### src/rtl/ftr_pkg.sv
// Constants, types and decode helpers for the FIFO threshold and readout block
`default_nettype none
package ftr_pkg;
	localparam int DATA_W = 16;
	localparam int FIFO_DEPTH = 8;
	localparam int LIMIT_W = 24;
	localparam int HALF_W = 12;
	localparam int CH_W = 4;
	localparam int NUM_CH = 16;
	localparam int SYNC_N = 3;
	localparam int UPPER_MSB = 23;
	localparam int UPPER_LSB = 12;
	localparam int LOWER_MSB = 11;
	localparam int LOWER_LSB = 0;
	localparam int CMP_LSB = DATA_W - HALF_W;
	localparam int CMD_RW_BIT = 7;
	localparam int ADDR_MSB = 5;
	localparam logic [5:0] ADDR_LIMIT = 6'h3C;
	localparam logic [5:0] ADDR_READ = 6'h3D;
	localparam logic [LIMIT_W-1:0] LIMIT_RESET = 24'hFFF000;
	localparam logic [DATA_W-1:0] DATA_RESET = 16'h0000;
	localparam logic [4:0] CMD_LAST = 5'h07;
	localparam logic [4:0] LIMIT_LAST = 5'h17;
	localparam logic [4:0] READ_LAST = 5'h0F;
	localparam logic [4:0] OTHER_LAST = 5'h07;
	localparam logic [7:0] PAD_BYTE = 8'h00;

	typedef enum logic [1:0] {FTR_IDLE, FTR_CMD, FTR_DATA, FTR_DONE} ftr_spi_e;

	// Index of the last data bit for a register address
	function automatic logic [4:0] ftr_data_last(input logic [5:0] addr);
		case (addr)
			ADDR_LIMIT: ftr_data_last = LIMIT_LAST;
			ADDR_READ: ftr_data_last = READ_LAST;
			default: ftr_data_last = OTHER_LAST;
		endcase
	endfunction : ftr_data_last
endpackage : ftr_pkg
`default_nettype wire

### src/rtl/ftr_stream_if.sv
// Valid/ready stream carrier between the block's own modules
`default_nettype none
interface ftr_stream_if #(parameter int W = 16) ();
	logic valid;
	logic ready;
	logic [W-1:0] data;
	modport src(output valid, output data, input ready);
	modport snk(input valid, input data, output ready);
endinterface : ftr_stream_if
`default_nettype wire

### src/rtl/ftr_top.sv
// FIFO threshold detection and serial readout
// What this block does
// - 24-bit limit register at 0x3C, reset value 0xFFF000.
// - Upper limit in bits 23:12, reset 0xFFF; result at or above sets high flag.
// - Lower limit in bits 11:0, reset 0; result at or below sets low flag.
// - Compare only samples whose channel has its compare enable set.
// - Serial read of 0x3D returns 16-bit FIFO data; register is read-only.
// - Read data register shows 0x0000 before any sample is stored.
// - High and low flags clear when the FIFO is emptied, unless a result sets them in that same cycle.
// - Each flag's interrupt follows that flag exactly.
// - Empty flag sets when FIFO goes empty, including last read; resets to 1.
`default_nettype none
module ftr_top
	import ftr_pkg::*;
(
	input wire logic i_mclk,
	input wire logic i_resetn,
	input wire logic i_sclk,
	input wire logic i_cs_n,
	input wire logic i_mosi,
	output logic o_miso,
	output logic o_miso_oe,
	input wire logic i_sample_valid,
	input wire logic [DATA_W-1:0] i_sample_data,
	input wire logic [CH_W-1:0] i_sample_channel,
	input wire logic [NUM_CH-1:0] i_channel_compare_enable,
	output logic o_sample_ready,
	output logic o_above_limit_flag,
	output logic o_below_limit_flag,
	output logic o_empty_flag,
	output logic o_above_limit_irq,
	output logic o_below_limit_irq,
	output logic o_empty_irq
);
	// Reset release
	logic rst_q1, rst_n;
	always_ff @(posedge i_mclk or negedge i_resetn) begin
		if (!i_resetn) begin
			rst_q1 <= 1'b0;
			rst_n <= 1'b0;
		end else begin
			rst_q1 <= 1'b1;
			rst_n <= rst_q1;
		end
	end

	// Pin synchronisers: sclk, cs_n, mosi
	logic [SYNC_N-1:0] pin_raw, pin_q1, pin_q2;
	assign pin_raw = {i_sclk, i_cs_n, i_mosi};
	genvar gi;
	generate
		for (gi = 0; gi < SYNC_N; gi++) begin : g_sync
			always_ff @(posedge i_mclk or negedge rst_n) begin
				if (!rst_n) begin
					pin_q1[gi] <= 1'b1;
					pin_q2[gi] <= 1'b1;
				end else begin
					pin_q1[gi] <= pin_raw[gi];
					pin_q2[gi] <= pin_q1[gi];
				end
			end
		end
	endgenerate

	logic sclk_s, cs_n_s, mosi_s, sclk_prev, sclk_rise, sclk_fall;
	assign sclk_s = pin_q2[2];
	assign cs_n_s = pin_q2[1];
	assign mosi_s = pin_q2[0];
	always_ff @(posedge i_mclk or negedge rst_n) begin
		if (!rst_n) begin
			sclk_prev <= 1'b1;
		end else begin
			sclk_prev <= sclk_s;
		end
	end
	assign sclk_rise = sclk_s && !sclk_prev;
	assign sclk_fall = !sclk_s && sclk_prev;

	// Sample path through the FIFO
	ftr_stream_if #(.W(DATA_W)) in_s ();
	ftr_stream_if #(.W(DATA_W)) out_s ();
	logic pop_pulse;
	assign in_s.valid = i_sample_valid;
	assign in_s.data = i_sample_data;
	assign out_s.ready = pop_pulse;
	assign o_sample_ready = in_s.ready;

	ftr_fifo #(.W(DATA_W), .DEPTH(FIFO_DEPTH)) u_fifo (
		.i_mclk(i_mclk),
		.i_rst_n(rst_n),
		.in_s(in_s),
		.out_s(out_s)
	);

	// Serial register access
	ftr_spi_e state, next_state;
	logic [4:0] bit_cnt, next_bit_cnt, data_last, next_data_last;
	logic [LIMIT_W-1:0] in_shift, next_in_shift, out_shift, next_out_shift;
	logic [LIMIT_W-1:0] limit_pair, next_limit_pair;
	logic [DATA_W-1:0] fifo_read_port, next_fifo_read_port;
	logic [7:0] cmd, next_cmd, cmd_word;
	logic next_miso, next_miso_oe, next_pop_pulse;
	logic cmd_done, data_done;

	always_comb begin
		next_state = state;
		next_bit_cnt = bit_cnt;
		next_data_last = data_last;
		next_in_shift = in_shift;
		next_out_shift = out_shift;
		next_limit_pair = limit_pair;
		next_fifo_read_port = fifo_read_port;
		next_cmd = cmd;
		next_miso = o_miso;
		next_miso_oe = o_miso_oe;
		next_pop_pulse = 1'b0;
		cmd_word = {in_shift[6:0], mosi_s};
		cmd_done = 1'b0;
		data_done = 1'b0;
		if (cs_n_s) begin
			next_state = FTR_IDLE;
			next_miso_oe = 1'b0;
		end else begin
			case (state)
				FTR_IDLE: begin
					next_state = FTR_CMD;
					next_bit_cnt = '0;
				end
				FTR_CMD: begin
					if (sclk_rise) begin
						next_in_shift = {in_shift[LIMIT_W-2:0], mosi_s};
						next_bit_cnt = bit_cnt + 5'h01;
						if (bit_cnt == CMD_LAST) begin
							cmd_done = 1'b1;
							next_cmd = cmd_word;
							next_bit_cnt = '0;
							next_data_last = ftr_data_last(cmd_word[ADDR_MSB:0]);
							next_state = FTR_DATA;
							next_out_shift = '0;
							if (cmd_word[CMD_RW_BIT] && cmd_word[ADDR_MSB:0] == ADDR_LIMIT) begin
								next_out_shift = limit_pair;
							end else if (cmd_word[CMD_RW_BIT] && cmd_word[ADDR_MSB:0] == ADDR_READ) begin
								// Head of FIFO, or last value when empty
								if (out_s.valid) begin
									next_fifo_read_port = out_s.data;
								end
								next_out_shift = {(out_s.valid ? out_s.data : fifo_read_port), PAD_BYTE};
							end
						end
					end
				end
				FTR_DATA: begin
					if (sclk_fall) begin
						next_miso = out_shift[LIMIT_W-1];
						next_out_shift = {out_shift[LIMIT_W-2:0], 1'b0};
						next_miso_oe = cmd[CMD_RW_BIT];
					end
					if (sclk_rise) begin
						next_in_shift = {in_shift[LIMIT_W-2:0], mosi_s};
						next_bit_cnt = bit_cnt + 5'h01;
						if (bit_cnt == data_last) begin
							data_done = 1'b1;
							next_state = FTR_DONE;
							if (!cmd[CMD_RW_BIT] && cmd[ADDR_MSB:0] == ADDR_LIMIT) begin
								next_limit_pair = {in_shift[LIMIT_W-2:0], mosi_s};
							end
							if (cmd[CMD_RW_BIT] && cmd[ADDR_MSB:0] == ADDR_READ) begin
								next_pop_pulse = out_s.valid;
							end
						end
					end
				end
				FTR_DONE: begin
					if (sclk_fall) begin
						next_miso_oe = 1'b0;
					end
				end
				default: next_state = FTR_IDLE;
			endcase
		end
	end

	always_ff @(posedge i_mclk or negedge rst_n) begin
		if (!rst_n) begin
			state <= FTR_IDLE;
			bit_cnt <= '0;
			data_last <= OTHER_LAST;
			in_shift <= '0;
			out_shift <= '0;
			limit_pair <= LIMIT_RESET;
			fifo_read_port <= DATA_RESET;
			cmd <= '0;
			o_miso <= 1'b0;
			o_miso_oe <= 1'b0;
			pop_pulse <= 1'b0;
		end else begin
			state <= next_state;
			bit_cnt <= next_bit_cnt;
			data_last <= next_data_last;
			in_shift <= next_in_shift;
			out_shift <= next_out_shift;
			limit_pair <= next_limit_pair;
			fifo_read_port <= next_fifo_read_port;
			cmd <= next_cmd;
			o_miso <= next_miso;
			o_miso_oe <= next_miso_oe;
			pop_pulse <= next_pop_pulse;
		end
	end

	// Threshold detection and status flags
	logic push, cmp_en, hit_above, hit_below, was_valid, emptied;
	logic next_above, next_below, next_empty;
	logic [HALF_W-1:0] sample_cmp;

	always_comb begin
		push = i_sample_valid && in_s.ready;
		cmp_en = i_channel_compare_enable[i_sample_channel];
		sample_cmp = i_sample_data[DATA_W-1:CMP_LSB];
		hit_above = push && cmp_en && sample_cmp >= limit_pair[UPPER_MSB:UPPER_LSB];
		hit_below = push && cmp_en && sample_cmp <= limit_pair[LOWER_MSB:LOWER_LSB];
		emptied = was_valid && !out_s.valid;
		// Set wins over the empty clear
		next_above = (o_above_limit_flag && !emptied) || hit_above;
		next_below = (o_below_limit_flag && !emptied) || hit_below;
		next_empty = !out_s.valid;
	end

	always_ff @(posedge i_mclk or negedge rst_n) begin
		if (!rst_n) begin
			was_valid <= 1'b0;
			o_above_limit_flag <= 1'b0;
			o_below_limit_flag <= 1'b0;
			o_empty_flag <= 1'b1;
			o_above_limit_irq <= 1'b0;
			o_below_limit_irq <= 1'b0;
			o_empty_irq <= 1'b1;
		end else begin
			was_valid <= out_s.valid;
			o_above_limit_flag <= next_above;
			o_below_limit_flag <= next_below;
			o_empty_flag <= next_empty;
			o_above_limit_irq <= next_above;
			o_below_limit_irq <= next_below;
			o_empty_irq <= next_empty;
		end
	end
endmodule : ftr_top
`default_nettype wire

### src/rtl/ftr_mem.sv
// Sample storage with registered, write-through read port
`default_nettype none
module ftr_mem #(
	parameter int W = 16,
	parameter int DEPTH = 8,
	parameter int AW = $clog2(DEPTH)
) (
	input wire logic i_mclk,
	input wire logic i_we,
	input wire logic [AW-1:0] i_waddr,
	input wire logic [W-1:0] i_wdata,
	input wire logic [AW-1:0] i_raddr,
	output logic [W-1:0] o_rdata
);
	logic [W-1:0] store [DEPTH];

	always_ff @(posedge i_mclk) begin
		if (i_we) begin
			store[i_waddr] <= i_wdata;
		end
		// Bypass keeps a freshly written head visible
		if (i_we && i_waddr == i_raddr) begin
			o_rdata <= i_wdata;
		end else begin
			o_rdata <= store[i_raddr];
		end
	end
endmodule : ftr_mem
`default_nettype wire

### src/rtl/ftr_fifo.sv
// Show-ahead sample FIFO with registered ready
`default_nettype none
module ftr_fifo #(
	parameter int W = 16,
	parameter int DEPTH = 8
) (
	input wire logic i_mclk,
	input wire logic i_rst_n,
	ftr_stream_if.snk in_s,
	ftr_stream_if.src out_s
);
	localparam int AW = $clog2(DEPTH);
	localparam logic [AW:0] FULL_COUNT = (AW + 1)'(DEPTH);
	localparam logic [AW:0] ONE_COUNT = (AW + 1)'(1);
	localparam logic [AW-1:0] ONE_PTR = AW'(1);

	logic [AW-1:0] wr_ptr, rd_ptr, next_wr_ptr, next_rd_ptr;
	logic [AW:0] count, next_count;
	logic ready, next_ready;
	logic push, pop;

	always_comb begin
		push = in_s.valid && ready;
		pop = out_s.ready && (count != '0);
		next_wr_ptr = push ? wr_ptr + ONE_PTR : wr_ptr;
		next_rd_ptr = pop ? rd_ptr + ONE_PTR : rd_ptr;
		next_count = count;
		if (push && !pop) begin
			next_count = count + ONE_COUNT;
		end else if (pop && !push) begin
			next_count = count - ONE_COUNT;
		end
		next_ready = next_count != FULL_COUNT;
	end

	always_ff @(posedge i_mclk or negedge i_rst_n) begin
		if (!i_rst_n) begin
			wr_ptr <= '0;
			rd_ptr <= '0;
			count <= '0;
			ready <= 1'b1;
		end else begin
			wr_ptr <= next_wr_ptr;
			rd_ptr <= next_rd_ptr;
			count <= next_count;
			ready <= next_ready;
		end
	end

	assign in_s.ready = ready;
	assign out_s.valid = count != '0;

	ftr_mem #(.W(W), .DEPTH(DEPTH), .AW(AW)) u_mem (
		.i_mclk(i_mclk),
		.i_we(push),
		.i_waddr(wr_ptr),
		.i_wdata(in_s.data),
		.i_raddr(next_rd_ptr),
		.o_rdata(out_s.data)
	);
endmodule : ftr_fifo
`default_nettype wire

### config.mk
export PLATFORM = sky130hd
export DESIGN_NAME = ftr_top
export DESIGN_NICKNAME = d
export VERILOG_FILES = /design/src/rtl/ftr_pkg.sv /design/src/rtl/ftr_stream_if.sv /design/src/rtl/ftr_top.sv /design/src/rtl/ftr_mem.sv /design/src/rtl/ftr_fifo.sv
export SDC_FILE = /design/constraint.sdc
export NUM_CORES = 1
export LEC_CHECK = 0
export BUFFER_PORTS_ARGS = -buffer_cell sky130_fd_sc_hd__buf_2
export CORE_AREA = 2 2 105 183
export DETAILED_ROUTE_END_ITERATION = 10
export DIE_AREA = 0 0 107 185
export PLACE_DENSITY_LB_ADDON = 0.12
export SYNTH_ARGS = -nofsm -noshare
export SYNTH_HDL_FRONTEND = slang
export SYNTH_HIERARCHICAL = 1
export SYNTH_SLANG_ARGS = --single-unit
### constraint.sdc
create_clock -name i_mclk -period 8 [get_ports i_mclk]
set_input_delay 1.2 -clock i_mclk [delete_from_list [all_inputs] [get_ports i_mclk]]
set_output_delay 1.2 -clock i_mclk [all_outputs]
set_load 0.03 [all_outputs]
==> results by stage <==
Setup path:
- The critical path endpoint category is a flip-flop.
- In this design, the stage delay of the slowest critical-path cell is 0.92 ns.
- The cell class contributing the biggest share of worst-path delay is simple AND/OR/NAND/NOR gates.
- The critical path contains buffers and inverters numbering 3 combined.
- Along the worst path, the maximum fanout reaches 28.
- At the worst endpoint, the required time is 8.39 ns.
- The critical path in this run is classified as reg -> reg.
- The cell repeated most along the worst path is inv_1.
- The cell at the slowest stage of the critical path is nor4_4.
- The nature of the critical path startpoint is a flip-flop.
- Data on the critical path arrives at its endpoint at 3.61 ns.
- The critical path goes through inv_1 -> ha_1 -> nor3b_4 -> inv_2 -> inv_1 -> nor4_4 -> mux2_2.

GRT:
- After global routing the overflow that remains totals 0.
- The global-route wire length before repair is 37,200 um.
- The number of antenna violations at the first check in global routing is 0.
- Entering global routing, the biggest net connects 66 pins.
- The global-route usage over all layers is 24.4%.
- The number of global-route vias before repair is 7,056.

Synth:
- The biggest area consumer among synthesized cells is edfxtp_1.
- For this run, asynchronously set or reset flops after synthesis account for 49.8%.
- In this run, distinct cell masters in the synthesized netlist total 68.
- The dominant synthesized flop cell is edfxtp_1.
- The per-instance average area after synthesis is 14.8 um^2.
- The mapped cell area is 11,800 um^2.
- By area the synthesized netlist is led by edfxtp_1, dfrtp_1, mux2_2.
- Summed over its instances, the top area cell type makes up 32.7% of the synthesized netlist area.
- The number of register bits inferred by synthesis is 261.
- Synthesis produced a netlist with a net count of 870.
- The total number of yosys warnings is 6.
- The cell count after synthesis is 795.
- Counting flops with a built-in enable in the synthesized netlist gives 128.
- The sequential fraction of the synthesis area is 61.1%.

Power:
- The part of the total power dissipated in sequential elements is 49.6%.
- The reported net switching power is 0.000959 W.
- The worst-case IR drop observed on VDD is 219 uV.
- Power spread over the standard cell area amounts to 265 nW/um^2.
- Summed over all cells, the static leakage comes to 5.25 nW.
- The switching share of total power is 27.9%.
- The share of total power in the clock network is 33.8%.
- Of the total power, combinational logic draws 16.7%.
- The internal portion of the total power is 0.00248 W.

Placement:
- The global placer's final weighted congestion is 0.847.
- The wire-length estimate of the detail-placed layout is 16,100 um.
- Buffers placed on the I/O ports in this run total 50.
- Once placement finished, the instance area stood at 12,200 um^2.

Timing:
- Setup violations remaining at the end of the flow were counted as 0.
- The maximum clock frequency is 310 MHz.
- The final cycle utilization of the critical path is 40.3%.
- Adding up every negative setup slack in the final design gives 0 ns.
- The headroom to the max-slew limit is 30.6%.
- For the final database, setup skew stands at 0.0143 ns.
- The number of hold violations in the final report is 0.
- The final number of max-transition violations was 0.
- Setup repair after global routing left no endpoint under its margin.
- The final period demand of the worst path is 3.22 ns.
- At the pin with the least slew margin, the transition time is 1.04 ns.

Layout:
- The multi-input combinational cell area is 4170 um^2.
- The library cell used most frequently in the layout, excluding fill and tap cells, is edfxtp_1.
- Summing all flip-flop and latch instances after layout gives 7190 um^2.
- Counting the fill cells in the layout gives 1,175.
- The ratio of cells with drive above 1 in the final layout is 27.0%.
- After routing the design area is 13,000 um^2.
- After the last flow step, the layout net total stands at 920.
- Compared with the post-synthesis result, the final layout area differs by 10.4%.
- The library cells used most frequently in the layout, excluding fill and tap cells, are edfxtp_1, dfrtp_1, mux2_2.
- The number of diodes added for antenna fixing is 0.

Floorplan:
- The floorplan step set the die height to 185 um.
- The I/O pin count is 51.
- The initial utilization of the core area, before any placement, comes to 63.8%.
- The overall die area is 19,800 um^2.
- In this run the horizontal extent of the chip is 107 um.
- In this run the standard cell core region covers 18,400 um^2.
- The floorplan has 66 rows.

Clock network:
- The TritonCTS buffer count is 24.
- The quantity of hold-fixing buffers added after cts is 0.
- The clock latency at the later pin of the worst-skew pair is 0.52 ns.
- In this run the deepest clock path goes through 3 buffers.
- In this run the post-CTS setup repair buffer count came out at 0.
- The number of resized instances in the post-cts repair step is 0.
- The clock root buffer master is clkbuf_16.
- The total number of clock tree sinks is 261.
- In this run the number of H-tree levels came out at 1.
- After clock tree synthesis, the clock-pin slew on the worst setup and hold paths is 0.07 ns.
- The clock tree from TritonCTS is built.

Route:
- For this block, the via count after detailed routing is 6,786.
- The detail-routed net length per standard cell is 21.1 um.
- The routed via count divided by cell count is 6.16.
- The remaining antenna violation count after routing is 0.
- Wires add up to 23,300 um.
- For this block, the initial DRC count from the detailed router was 508.
- After detailed routing, the number of remaining DRC violations is 0.
- The detailed-router iteration count before antenna repair is 5.

Job:
- The number of maximum-capacitance violations is 0.

Min path:
- The kind of path behind the tightest hold check is reg -> reg.

Status:
- The flow ran to the end, and the final reports show no timing, DRC or antenna violations.
==> cell usage after synthesis (4+ instances only) <==
master     instances
mux2i_1           18
nand3_1           11
a211oi_1           6
ha_1              33
mux2_4            19
nor2b_1            7
mux2_2            67
dfrtp_1          109
nor3_1             6
o21ai_0           37
nand2b_1          12
buf_1              4
buf_6              6
a22oi_1            8
inv_1             37
clkbuf_1          20
nor2_1            35
nand2_1           48
xnor2_1            6
dfstp_2           21
mux4_1            28
mux4_2             6
a2111oi_0         18
nor4_1             4
a21oi_1           26
nand4_1            9
o31ai_1            4
edfxtp_1         128
==> kinds of logic after synthesis <==
family,synth area share [%]
flip-flops,61.1
AND/OR/NAND/NOR,6.70
multiplexers,17.8
AO/OA/AOI/OAI,6.94
buffers and inverters,3.44
adder cells (fa/ha/maj),3.51
XOR/XNOR,0.447
other,0.0319
==> metal layers <==
metal / share of wire (%) / up-vias / global-route usage [%]
li1: - / 3104 / -
met1: 37 / 3479 / 28.5
met2: 56 / 156 / 46.3
met3: 3.9 / 47 / 2.92
met4: 2.9 / 0 / 7.90
met5: 0 / - / 0
==> path summary, 6_finish.rpt <==
path,start,to,slack (ns),cells past startpoint
hold / removal,pin_q1[2]$_DFF_PN1_,sclk_s$_DFF_PN1_,0.35,0
min in group asynchronous,rst_n$_DFF_PN0_,o_miso_oe$_DFFE_PN0P_,0.42,0
max in group asynchronous,rst_n$_DFF_PN0_,in_shift[14]$_DFFE_PN0P_,6.23,1
setup reg to reg,u_fifo/count[0]$_DFF_PN0_,fifo_read_port[12]$_DFFE_PN0P_,4.78,7
setup / recovery,u_fifo/count[0]$_DFF_PN0_,fifo_read_port[12]$_DFFE_PN0P_,4.78,7
hold reg to reg,pin_q1[2]$_DFF_PN1_,sclk_s$_DFF_PN1_,0.35,0
==> cell type report <==
type / count / area share [%]
clock inverter: 16 / 1.37
clock buffer: 28 / 4.91
inverter: 38 / 1.10
multi-input combinational: 455 / 32.2
sequential: 261 / 55.4
timing repair buffer: 65 / 2.80
tap: 238 / 2.29
==> sequential cells by signal, summed over array words and instances, names as in the netlist, 4 cells and up, named ones only <==
signal	count
bit_cnt	5
cmd	7
fifo_read_port	16
in_shift	23
limit_pair	24
out_shift	24
u_fifo/count	4
u_fifo/u_mem/store	128
==> through the flow <==
| step | instances | hold WS, ns | setup WS (ns) | total power, W | util, % |
|---|---|---|---|---|---|
| 3_3_place_gp | 1057 | 0.340 | 5.04 | 0.00224 | 66.0 |
| 4_1_cts | 1101 | 0.348 | 4.80 | 0.00346 | 70.5 |
| 3_5_place_dp | 1057 | 0.339 | 4.82 | 0.00230 | 66.0 |
| 2_1_floorplan | 795 | 0.331 | 4.15 | 0.00211 | - |
| 6_report | 1101 | 0.347 | 4.78 | 0.00344 | 70.5 |
| 5_1_grt | 1101 | 0.353 | 4.60 | 0.00359 | 70.5 |
==> power by group through the flow <==
stage	Combinational (W)	Sequential [W]	Clock, W
2_1_floorplan	0.000401	0.00171	0
3_3_place_gp	0.000535	0.00171	0
3_5_place_dp	0.000567	0.00173	0
4_1_cts	0.000570	0.00170	0.00119
5_1_grt	0.000625	0.00172	0.00124
6_report	0.000573	0.00171	0.00116
Note: power is estimated with default switching activity, not from simulation.
